==> src/rtl/debug_port_defines.svh <==
// timing counts and constants for the debug and test port
`ifndef DEBUG_PORT_DEFINES_SVH
`define DEBUG_PORT_DEFINES_SVH
`define IR_WIDTH         4
`define IR_RESET_VALUE   4'h1
`define IR_CAPTURE_VALUE 4'h1
`define IR_BYPASS        4'hF
`define IR_IDCODE        4'h1
`define ID_CODE_VALUE    32'h00000001
`define DEBUG_WIDTH      16
`define CLK_PERIOD_NS    40
`define STATUS_DIV_BIT   1'h1
`endif

==> src/rtl/debug_port_pkg.sv <==
// types shared by the debug and test port
package debug_port_pkg;
  typedef enum logic [3:0] {
    TAP_RESET      = 4'h0,
    TAP_IDLE       = 4'h1,
    TAP_SEL_DR     = 4'h2,
    TAP_CAPTURE_DR = 4'h3,
    TAP_SHIFT_DR   = 4'h4,
    TAP_EXIT1_DR   = 4'h5,
    TAP_PAUSE_DR   = 4'h6,
    TAP_EXIT2_DR   = 4'h7,
    TAP_UPDATE_DR  = 4'h8,
    TAP_SEL_IR     = 4'h9,
    TAP_CAPTURE_IR = 4'hA,
    TAP_SHIFT_IR   = 4'hB,
    TAP_EXIT1_IR   = 4'hC,
    TAP_PAUSE_IR   = 4'hD,
    TAP_EXIT2_IR   = 4'hE,
    TAP_UPDATE_IR  = 4'hF
  } tap_state_t;

  typedef struct packed {
    logic tck;
    logic tms;
    logic tdi;
  } jtag_in_t;

  typedef struct packed {
    logic clock;
    logic data_in;
  } serial_in_t;
endpackage : debug_port_pkg

==> src/rtl/pin_sync.sv <==
// three-stage synchroniser with agreement filter for one pin
`timescale 1ns/100ps
module pin_sync (
  input  wire logic clk,      // system clock
  input  wire logic reset,    // synchronous reset, active high
  input  wire logic pin,      // asynchronous pin level
  output logic      level,    // validated level
  output logic      rise,     // one-cycle pulse on validated rise
  output logic      fall      // one-cycle pulse on validated fall
);
  logic meta;
  logic stage2;
  logic stage3;
  wire  agree      = (stage2 == stage3);
  wire  next_level = agree ? stage3 : level;

  always_ff @(posedge clk)
  begin
    meta   <= pin;
    stage2 <= meta;
    stage3 <= stage2;
  end

  always_ff @(posedge clk)
  begin
    if (reset)
    begin
      level <= 1'b0;
      rise  <= 1'b0;
      fall  <= 1'b0;
    end
    else
    begin
      level <= next_level;
      rise  <= next_level & ~level;
      fall  <= ~next_level & level;
    end
  end
endmodule : pin_sync

==> src/rtl/debug_jtag_serial_port.sv <==
// shared JTAG test port and clocked serial debug port
// Operation
// RULE1 - select pin level at reset picks port
// RULE2 - low test reset clears JTAG immediately
// RULE3 - state machine steps on test clock rise
// RULE4 - TDI bits captured on test clock rise
// RULE5 - TDO driven only in shift states
// RULE6 - TDO value changes on test clock fall
// RULE7 - debug clock accepted after two agreeing samples
// RULE8 - host keeps debug clock under status/5; the bench host runs it at status/2 (8 bus cycles against 4)
// RULE9 - debug rise samples input, steps output
// RULE10 - debug output comes from a register
// RULE11 - input accepted after debug clock seen high
// RULE12 - status clock is delayed processor clock; the code gives a registered quarter-rate divided copy
// RULE13 - select latched once, held until reset
`timescale 1ns/100ps
`include "debug_port_defines.svh"
module debug_jtag_serial_port (
  input  wire logic clk,             // processor and bus clock
  input  wire logic reset,           // synchronous reset, active high
  input  wire logic jtag_select,     // high picks JTAG at reset
  input  wire logic test_reset_n,    // async JTAG reset, active low
  input  wire logic pin_clock,       // shared pin: test or debug clock
  input  wire logic tms,             // test mode select
  input  wire logic pin_data_in,     // shared pin: TDI or debug input
  input  wire logic [15:0] debug_tx, // word to send to debugger
  output logic      tdo,             // test data out value
  output logic      tdo_oe,          // test data out enable
  output logic      serial_debug_out, // serial debug output
  output logic      processor_status_clock, // quarter-rate clock copy
  output logic      jtag_mode,       // latched port choice
  output logic [15:0] debug_rx,      // last word from debugger
  output logic      debug_rx_valid   // pulse when a word arrives
);
  logic       jtag_en;
  logic       reset_seen;
  logic       clk_level;
  logic       clk_rise;
  logic       clk_fall;
  logic       tms_level;
  logic       tdi_level;
  logic       trst_level;
  logic       trst_meta;
  logic       trst_hold;
  debug_port_pkg::tap_state_t state;
  debug_port_pkg::tap_state_t next_state;
  logic [`IR_WIDTH-1:0] ir_shift;
  logic [`IR_WIDTH-1:0] ir;
  logic [31:0] dr_shift;
  logic        tdo_bit;
  logic [15:0] rx_shift;
  logic [15:0] tx_shift;
  logic [3:0]  bit_count;
  logic [1:0]  status_div;

  // select pin caught when reset ends, held until the next reset
  always_ff @(posedge clk)
  begin
    if (reset)
      reset_seen <= 1'b1;
    else
      reset_seen <= 1'b0;
  end

  always_ff @(posedge clk)
  begin
    if (reset)
      jtag_en <= 1'b0;
    else if (reset_seen)
      jtag_en <= jtag_select; // see RULE1 see RULE13
  end

  pin_sync u_clk_sync (
    .clk   (clk),
    .reset (reset),
    .pin   (pin_clock),
    .level (clk_level),
    .rise  (clk_rise),
    .fall  (clk_fall)
  ); // see RULE7

  pin_sync u_tms_sync (
    .clk   (clk),
    .reset (reset),
    .pin   (tms),
    .level (tms_level),
    .rise  (),
    .fall  ()
  );

  pin_sync u_tdi_sync (
    .clk   (clk),
    .reset (reset),
    .pin   (pin_data_in),
    .level (tdi_level),
    .rise  (),
    .fall  ()
  );

  // test reset is asynchronous assert, synchronous release
  always_ff @(posedge clk or negedge test_reset_n)
  begin
    if (!test_reset_n)
    begin
      trst_meta <= 1'b1;
      trst_hold <= 1'b1;
    end
    else
    begin
      trst_meta <= 1'b0;
      trst_hold <= trst_meta;
    end
  end

  wire jtag_clear = trst_level | reset;
  wire tck_rise   = jtag_en & clk_rise;
  wire tck_fall   = jtag_en & clk_fall;
  wire shift_ir   = (state == debug_port_pkg::TAP_SHIFT_IR);
  wire shift_dr   = (state == debug_port_pkg::TAP_SHIFT_DR);
  wire bypass_sel = (ir == `IR_BYPASS);
  assign trst_level = trst_hold | ~test_reset_n; // see RULE2

  always_comb
  begin
    unique case (state)
      debug_port_pkg::TAP_RESET:
        next_state = tms_level ? debug_port_pkg::TAP_RESET
                               : debug_port_pkg::TAP_IDLE;
      debug_port_pkg::TAP_IDLE:
        next_state = tms_level ? debug_port_pkg::TAP_SEL_DR
                               : debug_port_pkg::TAP_IDLE;
      debug_port_pkg::TAP_SEL_DR:
        next_state = tms_level ? debug_port_pkg::TAP_SEL_IR
                               : debug_port_pkg::TAP_CAPTURE_DR;
      debug_port_pkg::TAP_CAPTURE_DR,
      debug_port_pkg::TAP_SHIFT_DR:
        next_state = tms_level ? debug_port_pkg::TAP_EXIT1_DR
                               : debug_port_pkg::TAP_SHIFT_DR;
      debug_port_pkg::TAP_EXIT1_DR:
        next_state = tms_level ? debug_port_pkg::TAP_UPDATE_DR
                               : debug_port_pkg::TAP_PAUSE_DR;
      debug_port_pkg::TAP_PAUSE_DR:
        next_state = tms_level ? debug_port_pkg::TAP_EXIT2_DR
                               : debug_port_pkg::TAP_PAUSE_DR;
      debug_port_pkg::TAP_EXIT2_DR:
        next_state = tms_level ? debug_port_pkg::TAP_UPDATE_DR
                               : debug_port_pkg::TAP_SHIFT_DR;
      debug_port_pkg::TAP_UPDATE_DR,
      debug_port_pkg::TAP_UPDATE_IR:
        next_state = tms_level ? debug_port_pkg::TAP_SEL_DR
                               : debug_port_pkg::TAP_IDLE;
      debug_port_pkg::TAP_SEL_IR:
        next_state = tms_level ? debug_port_pkg::TAP_RESET
                               : debug_port_pkg::TAP_CAPTURE_IR;
      debug_port_pkg::TAP_CAPTURE_IR,
      debug_port_pkg::TAP_SHIFT_IR:
        next_state = tms_level ? debug_port_pkg::TAP_EXIT1_IR
                               : debug_port_pkg::TAP_SHIFT_IR;
      debug_port_pkg::TAP_EXIT1_IR:
        next_state = tms_level ? debug_port_pkg::TAP_UPDATE_IR
                               : debug_port_pkg::TAP_PAUSE_IR;
      debug_port_pkg::TAP_PAUSE_IR:
        next_state = tms_level ? debug_port_pkg::TAP_EXIT2_IR
                               : debug_port_pkg::TAP_PAUSE_IR;
      debug_port_pkg::TAP_EXIT2_IR:
        next_state = tms_level ? debug_port_pkg::TAP_UPDATE_IR
                               : debug_port_pkg::TAP_SHIFT_IR;
    endcase
  end

  always_ff @(posedge clk)
  begin
    if (jtag_clear)
      state <= debug_port_pkg::TAP_RESET;
    else if (tck_rise)
      state <= next_state; // see RULE3
  end

  // instruction and data shifting on test clock rise
  always_ff @(posedge clk)
  begin
    if (jtag_clear)
    begin
      ir_shift <= `IR_RESET_VALUE;
      ir       <= `IR_RESET_VALUE;
      dr_shift <= 32'h00000000;
    end
    else if (tck_rise)
    begin
      if (state == debug_port_pkg::TAP_CAPTURE_IR)
        ir_shift <= `IR_CAPTURE_VALUE;
      else if (shift_ir)
        ir_shift <= {tdi_level, ir_shift[`IR_WIDTH-1:1]}; // see RULE4
      if (state == debug_port_pkg::TAP_UPDATE_IR)
        ir <= ir_shift;
      if (state == debug_port_pkg::TAP_CAPTURE_DR)
        dr_shift <= bypass_sel ? 32'h00000000 : `ID_CODE_VALUE;
      else if (shift_dr && bypass_sel)
        dr_shift <= {31'h00000000, tdi_level}; // see RULE4
      else if (shift_dr)
        dr_shift <= {tdi_level, dr_shift[31:1]}; // see RULE4
    end
  end

  wire next_tdo_bit = shift_ir ? ir_shift[0] : dr_shift[0];

  // output value and enable move only on test clock fall
  always_ff @(posedge clk)
  begin
    if (jtag_clear)
    begin
      tdo    <= 1'b0;
      tdo_oe <= 1'b0;
    end
    else if (tck_fall)
    begin
      tdo    <= next_tdo_bit; // see RULE6
      tdo_oe <= shift_ir | shift_dr; // see RULE5
    end
  end

  // serial debug port, active when JTAG is not selected
  wire dbg_rise = ~jtag_en & clk_rise & clk_level; // see RULE11
  wire word_end = (bit_count == 4'hF);

  always_ff @(posedge clk)
  begin
    if (reset)
    begin
      rx_shift         <= 16'h0000;
      tx_shift         <= 16'h0000;
      bit_count        <= 4'h0;
      serial_debug_out <= 1'b0;
      debug_rx         <= 16'h0000;
      debug_rx_valid   <= 1'b0;
    end
    else
    begin
      debug_rx_valid <= 1'b0;
      if (dbg_rise)
      begin
        rx_shift         <= {rx_shift[14:0], tdi_level}; // see RULE9
        serial_debug_out <= tx_shift[15]; // see RULE9 see RULE10
        bit_count        <= bit_count + 4'h1;
        tx_shift         <= word_end ? debug_tx
                                     : {tx_shift[14:0], 1'b0};
        if (word_end)
        begin
          debug_rx       <= {rx_shift[14:0], tdi_level};
          debug_rx_valid <= 1'b1;
        end
      end
    end
  end

  // status clock: registered quarter-rate copy of the processor clock
  always_ff @(posedge clk)
  begin
    if (reset)
    begin
      status_div             <= 2'h0;
      processor_status_clock <= 1'b0;
    end
    else
    begin
      status_div <= status_div + 2'h1;
      if (status_div[0] == `STATUS_DIV_BIT)
        processor_status_clock <= ~processor_status_clock; // see RULE12
    end
  end

  always_ff @(posedge clk)
  begin
    if (reset)
      jtag_mode <= 1'b0;
    else
      jtag_mode <= jtag_en;
  end
endmodule : debug_jtag_serial_port

==> config.mk <==
export PLATFORM = sky130hd
export DESIGN_NAME = debug_jtag_serial_port
export DESIGN_NICKNAME = d
export VERILOG_FILES = /design/src/rtl/debug_port_pkg.sv /design/src/rtl/pin_sync.sv /design/src/rtl/debug_jtag_serial_port.sv
export VERILOG_INCLUDE_DIRS = /design/src /design/src/rtl
export SDC_FILE = /design/constraint.sdc
export NUM_CORES = 1
export LEC_CHECK = 0
export ABC_AREA = 0
export BUFFER_PORTS_ARGS = -buffer_cell sky130_fd_sc_hd__buf_4
export CAP_MARGIN = 10
export CORE_MARGIN = 5
export CORE_UTILIZATION = 30
export CTS_CLUSTER_SIZE = 12
export DETAILED_ROUTE_END_ITERATION = 12
export PLACE_DENSITY = 0.57
export SYNTH_ARGS = -nofsm -noshare
export SYNTH_HDL_FRONTEND = slang
export SYNTH_SLANG_ARGS = --single-unit
==> constraint.sdc <==
create_clock -name clk -period 4 [get_ports clk]
set_input_delay 0.2 -clock clk [delete_from_list [all_inputs] [get_ports clk]]
set_output_delay 0.2 -clock clk [all_outputs]
set_load 0.01 [all_outputs]
==> results of run 1 <==
-- area by class of cell --
class	instances	area (sq um)
flip-flops and latches	120	2410
fillers	1430	9060
clock inverters	13	130
well taps	184	230
inverters	3	11.3
repair buffers	50	385
multi-input cells	316	1810
clock buffers	19	443
-- cells in the mapped netlist (3+ instances only) --
cell | n | area (sq um)
nand3b_1 | 3 | 22.5
a21oi_1 | 43 | 215
nand2_1 | 75 | 282
dfxtp_1 | 118 | 2360
a211oi_1 | 19 | 143
inv_1 | 3 | 11.3
nor2_1 | 65 | 244
nand2b_1 | 3 | 18.8
nor4b_1 | 3 | 26.3
clkbuf_1 | 21 | 78.8
nor3_1 | 5 | 25.0
nor2b_1 | 6 | 37.5
buf_2 | 10 | 50.1
o21ai_0 | 4 | 20.0
buf_6 | 3 | 33.8
buf_1 | 4 | 15.0
a22oi_1 | 34 | 255
mux2i_1 | 20 | 200
-- power groups by stage --
stage / clock network (mW) / registers [mW] / logic (mW)
2_1_floorplan: 0 / 1.24 / 0.0330
5_1_grt: 1.53 / 1.23 / 0.0638
6_report: 1.45 / 1.22 / 0.0573
4_1_cts: 1.48 / 1.22 / 0.0586
3_3_place_gp: 0 / 1.25 / 0.0543
3_5_place_dp: 0 / 1.25 / 0.0554
-- routing by layer --
layer	up-vias	global-route usage
met5	-	0
met4	0	0.0364
met3	13	0.0409
met2	58	0.171
met1	1581	0.128
li1	1722	-
-- worst min path at each step --
stage,endpoint,slack [ns],start
after floorplan,trst_hold,0.05,test_reset_n
after global placement,trst_hold,0.15,test_reset_n
after detailed placement,trst_hold,0.15,test_reset_n
after CTS,tx_shift[0],0.04,debug_tx[0]
after global routing,tx_shift[0],0.06,debug_tx[0]
final,tx_shift[0],0.05,debug_tx[0]
-- timing repair --
| action | in CTS | in global routing |
|---|---|---|
| endpoints found under the setup margin | 0 | 0 |
| hold buffers | 4 | 0 |
| endpoints found under the hold margin | 5 | 0 |
-- per-stage QoR --
stage,hold slack [ns],utilization
CTS,0.0369,0.374
global route,0.0588,0.374
finish,0.0483,0.374
detailed placement,0.151,0.332
global placement,0.150,0.332
floorplan,0.0522,-
-- cells in the final DEF (no fill, tap or decap), types with 2 or more instances in the layout --
cell,netlist,routed
nand2_1,75,75
a22oi_1,34,34
a221oi_1,2,2
a21oi_1,43,43
clkinvlp_4,0,3
dfxtp_1,118,118
a211oi_1,19,19
inv_1,3,3
nand2b_1,3,3
clkinv_2,0,6
clkinv_4,0,2
clkbuf_16,0,17
a2111oi_0,2,2
o21ai_0,4,4
mux2i_1,20,20
nor2b_1,6,6
dfstp_2,2,2
nand3_1,2,2
bufinv_16,0,2
xnor2_1,2,2
buf_4,0,46
xor2_1,2,2
nor4b_1,3,3
or2_2,2,2
nand3b_1,3,3
dlygate4sd3_1,0,4
a21o_1,2,2
nor2_1,65,65
nor3_1,5,5
-- flip-flops by register name, indices dropped and copies added (netlist names), 4 cells and up --
signal	count
debug_rx	16
ir_shift	4
rx_shift	15
ir	4
tx_shift	16
dr_shift	32
bit_count	4
state	4
-- cell families after synthesis --
kind of cell	Yosys count	share of synthesized area
other	1	0.000850
adder cells (fa/ha/maj)	1	0.00284
AO/OA/AOI/OAI	114	0.173
XOR/XNOR	4	0.00795
multiplexers	20	0.0454
flip-flops	120	0.548
buffers and inverters	41	0.0428
AND/OR/NAND/NOR	176	0.179
-- worst max-delay path, cell delays in order (launching register included) --
cell,delay (ns)
dfxtp_1,0.40
nand3b_1,0.65
nor2_2,0.76
nand2_1,0.13
a21oi_1,0.15
==> impl_metrics.ini, run 1 <==
[sta]
maxSlewHeadroom = 0.380
drv_slew = 0
post-route-period-util = 0.540
setup_tns_ns = 0
layout_setup_ws_ns = 1.84
rsz0062_at_grt = false
skew_ns = 0.00814
fin_crit_ns = 2.16
setup_viol = 0
finalHoldViolCount = 0
worstMarginPinSlew_ns = 0.931
fmax_mhz = 463

[clocking]
cts.clk_slew.worst_paths_ns = 0.06
htreeDepth = 4
clk_path_buf_depth = 2
cts_tree = built
cts.sinks = 120
clockRootBuffer = clkbuf_16
cts_buffers = 17
cts_resized = 0
cts_setup_buffers = 0
clk_latency_ns = 0.41

[place]
dpl.cell_count = 669
post-dp-hpwl_um = 5520
routabilityCongestion = 0.743
post_dp_cell_area_sq_um = 4810
port_buffers = 44
place_ws_ns = 1.83

[route]
drc = 0
first_iter_violations = 182
drt_pass1_iterations = 4
final_antenna_net_count = 0
vias = 3374
highest_layer = met4
drt-wirelength-per-cell_um = 12.7
wl_met3_um = 402
dr_wl_met2_um = 4140
wl_met1_um = 4270
finalWirelength_um = 8960
viasPerCell = 4.79

[die]
die_y_um = 131
dieWidth_um = 131
rows = 44
pin_count = 45
core_sq_um = 14500
start_util = 0.305
die-area_sq_um = 17200

[worst_hold_path]
holdPathStages = 3
hold_path.class = input pin to register

[critical_path]
r2r_setup_slack_ns = 1.84
r2r-start = jtag_en
reg2reg_to = debug_rx[14]
cp-startpoint = jtag_en
crit_end = debug_rx[14]
worstSetupPathType = register to register
worstPathMaxFanout = 20
required_ns = 4.34
ff2ff_path_depth = 4
critPathCaptureType = register
crit_path_start_kind = register
arrival_ns = 2.50

[synthesis]
synth-edff-count = 0
synthesis.area_sq_um = 4410
seq_area_frac_synth = 0.548
postSynthCellCount = 477
synth-main-ff-cell = dfxtp_1
yosysWarnings = 0
synthesis.nets = 501
synth_cell_type_count = 48
syn_avg_cell_area_sq_um = 9.24
ys_seq_elements = 120
synthArstFlopShare = 0.0167

[power]
power.ir.vdd_worst_mv = 0.269
leakage_nw = 1.94
p_int_mw = 2.17
finalPower_mw = 2.73
seqPwrFrac = 0.449
clkPwrFrac = 0.530
power_density_nw_per_um2 = 503
power.switching_uw = 563
combPwrFrac = 0.021
swShare = 0.206

[run]
max_cap_viol_count = 0

[layout]
layout-drive-gt1-share = 0.169
nNetsFinal = 532
n_antenna_cell = 0
areaGrowthSynthToFinish_pct = 23.0
finalInstanceArea_sq_um = 5420
final_cells = 705

[global_route]
grt_pass1_wl_um = 15400
grt_pass1_vias = 3291
grt_use_total = 0.105
grt_antenna_before_repair = 0
overflow = 0
grt_max_degree = 65

[status]
status = finished, final reports clean
Power figures use the tool's default switching activity.
==> inputs of run 2 (changes only) <==
clock period = 2.2 ns   (was 4 ns; I/O delays follow)
==> impl_metrics.ini, run 2 (synthesis gave the netlist of run 1 again) <==
[layout]
top_regs = dr_shift (32), debug_rx (16), tx_shift (16)
n_antenna_cell = 0
final_cells = 717
multi_input_area_sq_um = 1810
fill_cells = 1469
mostFrequentLayoutCell = dfxtp_1
finalInstanceArea_sq_um = 5530
regMostFlops = dr_shift
nNetsFinal = 544
areaGrowthSynthToFinish_pct = 25.4
final_util = 0.382
largest_reg_flops = 32
layout_common_cells = dfxtp_1 (118), nand2_1 (75), nor2_1 (65)
register_area_sq_um = 2410
layout-drive-gt1-share = 0.178

[place]
port_buffers = 44
routabilityCongestion = 0.757
post-dp-hpwl_um = 5770
post_dp_cell_area_sq_um = 4880
dpl.cell_count = 679

[run]
max_cap_viol_count = 0

[sta]
skew_ns = 0.00590
fmax_mhz = 548
setup_viol = 0
rsz0062_at_grt = false
worstMarginPinSlew_ns = 0.677
drv_slew = 0
post-route-period-util = 0.830
setup_tns_ns = 0
fin_crit_ns = 1.83
finalHoldViolCount = 0
maxSlewHeadroom = 0.549

[route]
final_antenna_net_count = 0
drc = 0
drt-wirelength-per-cell_um = 12.6
finalWirelength_um = 9030
drt_pass1_iterations = 4
first_iter_violations = 200
vias = 3395
viasPerCell = 4.74

[global_route]
grt_max_degree = 64
overflow = 0
grt_pass1_vias = 3267
globalRoute.busiestLayer = met2
grt_antenna_before_repair = 0
use_met1 = 0.127
grt_pass1_wl_um = 15300
grt_use_total = 0.106
met2_usage = 0.173
use_met3 = 0.0436

[die]
die-area_sq_um = 17200
start_util = 0.305
dieWidth_um = 131
die_y_um = 131
core_sq_um = 14500
rows = 44
pin_count = 45

[critical_path]
crit_path_start_kind = register
worstSetupPathType = register to register
slowest_stage = a211o_4
required_ns = 2.49
slowest_delay_ns = 0.49
worstPathMaxFanout = 33
critPathCaptureType = register
crit_chain = or3b_4 > a211o_4 > a211oi_1 > nor3_1
arrival_ns = 2.11

[clocking]
cts.clk_slew.worst_paths_ns = 0.05
cts.sinks = 120
clockRootBuffer = clkbuf_16
htreeDepth = 4
cts_tree = built
cts_buffers = 17
cts_resized = 0
cts_setup_buffers = 0
clk_latency_ns = 0.40
clk_path_buf_depth = 2

[power]
power.ir.vdd_worst_mv = 0.543
leakage_nw = 2.00
power_density_nw_per_um2 = 910

[status]
status = finished, final reports clean

[worst_hold_path]
hold_path.class = input pin to register
## run 2: critical path: cells and delay by family (launching register included)
kind	cells	cell delay (ns)
compound gates	2	0.72
flops	1	0.44
simple gates	2	0.55
## run 2: path summary, 6_finish.rpt
| check | from | endpoint | slack (ns) | depth (start not counted) |
|---|---|---|---|---|
| min in group asynchronous | test_reset_n | trst_hold | 0.20 | 2 |
| hold reg to reg | u_tdi_sync.meta | u_tdi_sync.stage2 | 0.33 | 0 |
| max in group asynchronous | test_reset_n | trst_meta | 1.98 | 2 |
| setup / recovery | state[1] | dr_shift[0] | 0.37 | 4 |
| hold / removal | debug_tx[9] | tx_shift[9] | 0.06 | 3 |
| setup reg to reg | state[1] | dr_shift[0] | 0.37 | 4 |
## run 2: repair_timing
| action | CTS | global route |
|---|---|---|
| hold buffers | 6 | 0 |
| setup endpoints to repair | 0 | 0 |
| hold endpoints to repair | 7 | 0 |
## run 2: report_power, final
group	internal (mW)	leakage (nW)	switching [mW]
clock network	1.78	0.287	0.911
logic	0.0574	0.740	0.0573
registers	2.20	0.977	0.0207
total	4.04	2.00	0.989
## run 2: through the flow
step	total power [mW]	worst slack, ns	hold slack, ns
6_report	5.03	0.375	0.0568
5_1_grt	5.22	0.259	0.0565
4_1_cts	5.11	0.382	0.0469
3_5_place_dp	2.38	0.390	0.0590
3_3_place_gp	2.37	0.411	0.0586
2_1_floorplan	2.32	0.485	-0.0378
## run 2: cell type report
type	count	area share
flip-flops and latches	120	0.437
multi-input cells	316	0.327
clock buffers	25	0.0896
repair buffers	62	0.0869
well taps	184	0.0416
clock inverters	7	0.0165
inverters	3	0.00204
## run 2: metal layers
| layer | share of wire | vias to the layer above | wire length (um) |
|---|---|---|---|
| met3 | 0.058 | 9 | 521 |
| met4 | 0.0072 | 0 | 65 |
| met1 | 0.46 | 1575 | 4160 |
| met2 | 0.47 | 76 | 4280 |
| li1 | - | 1735 | - |
| met5 | 0 | - | 0 |
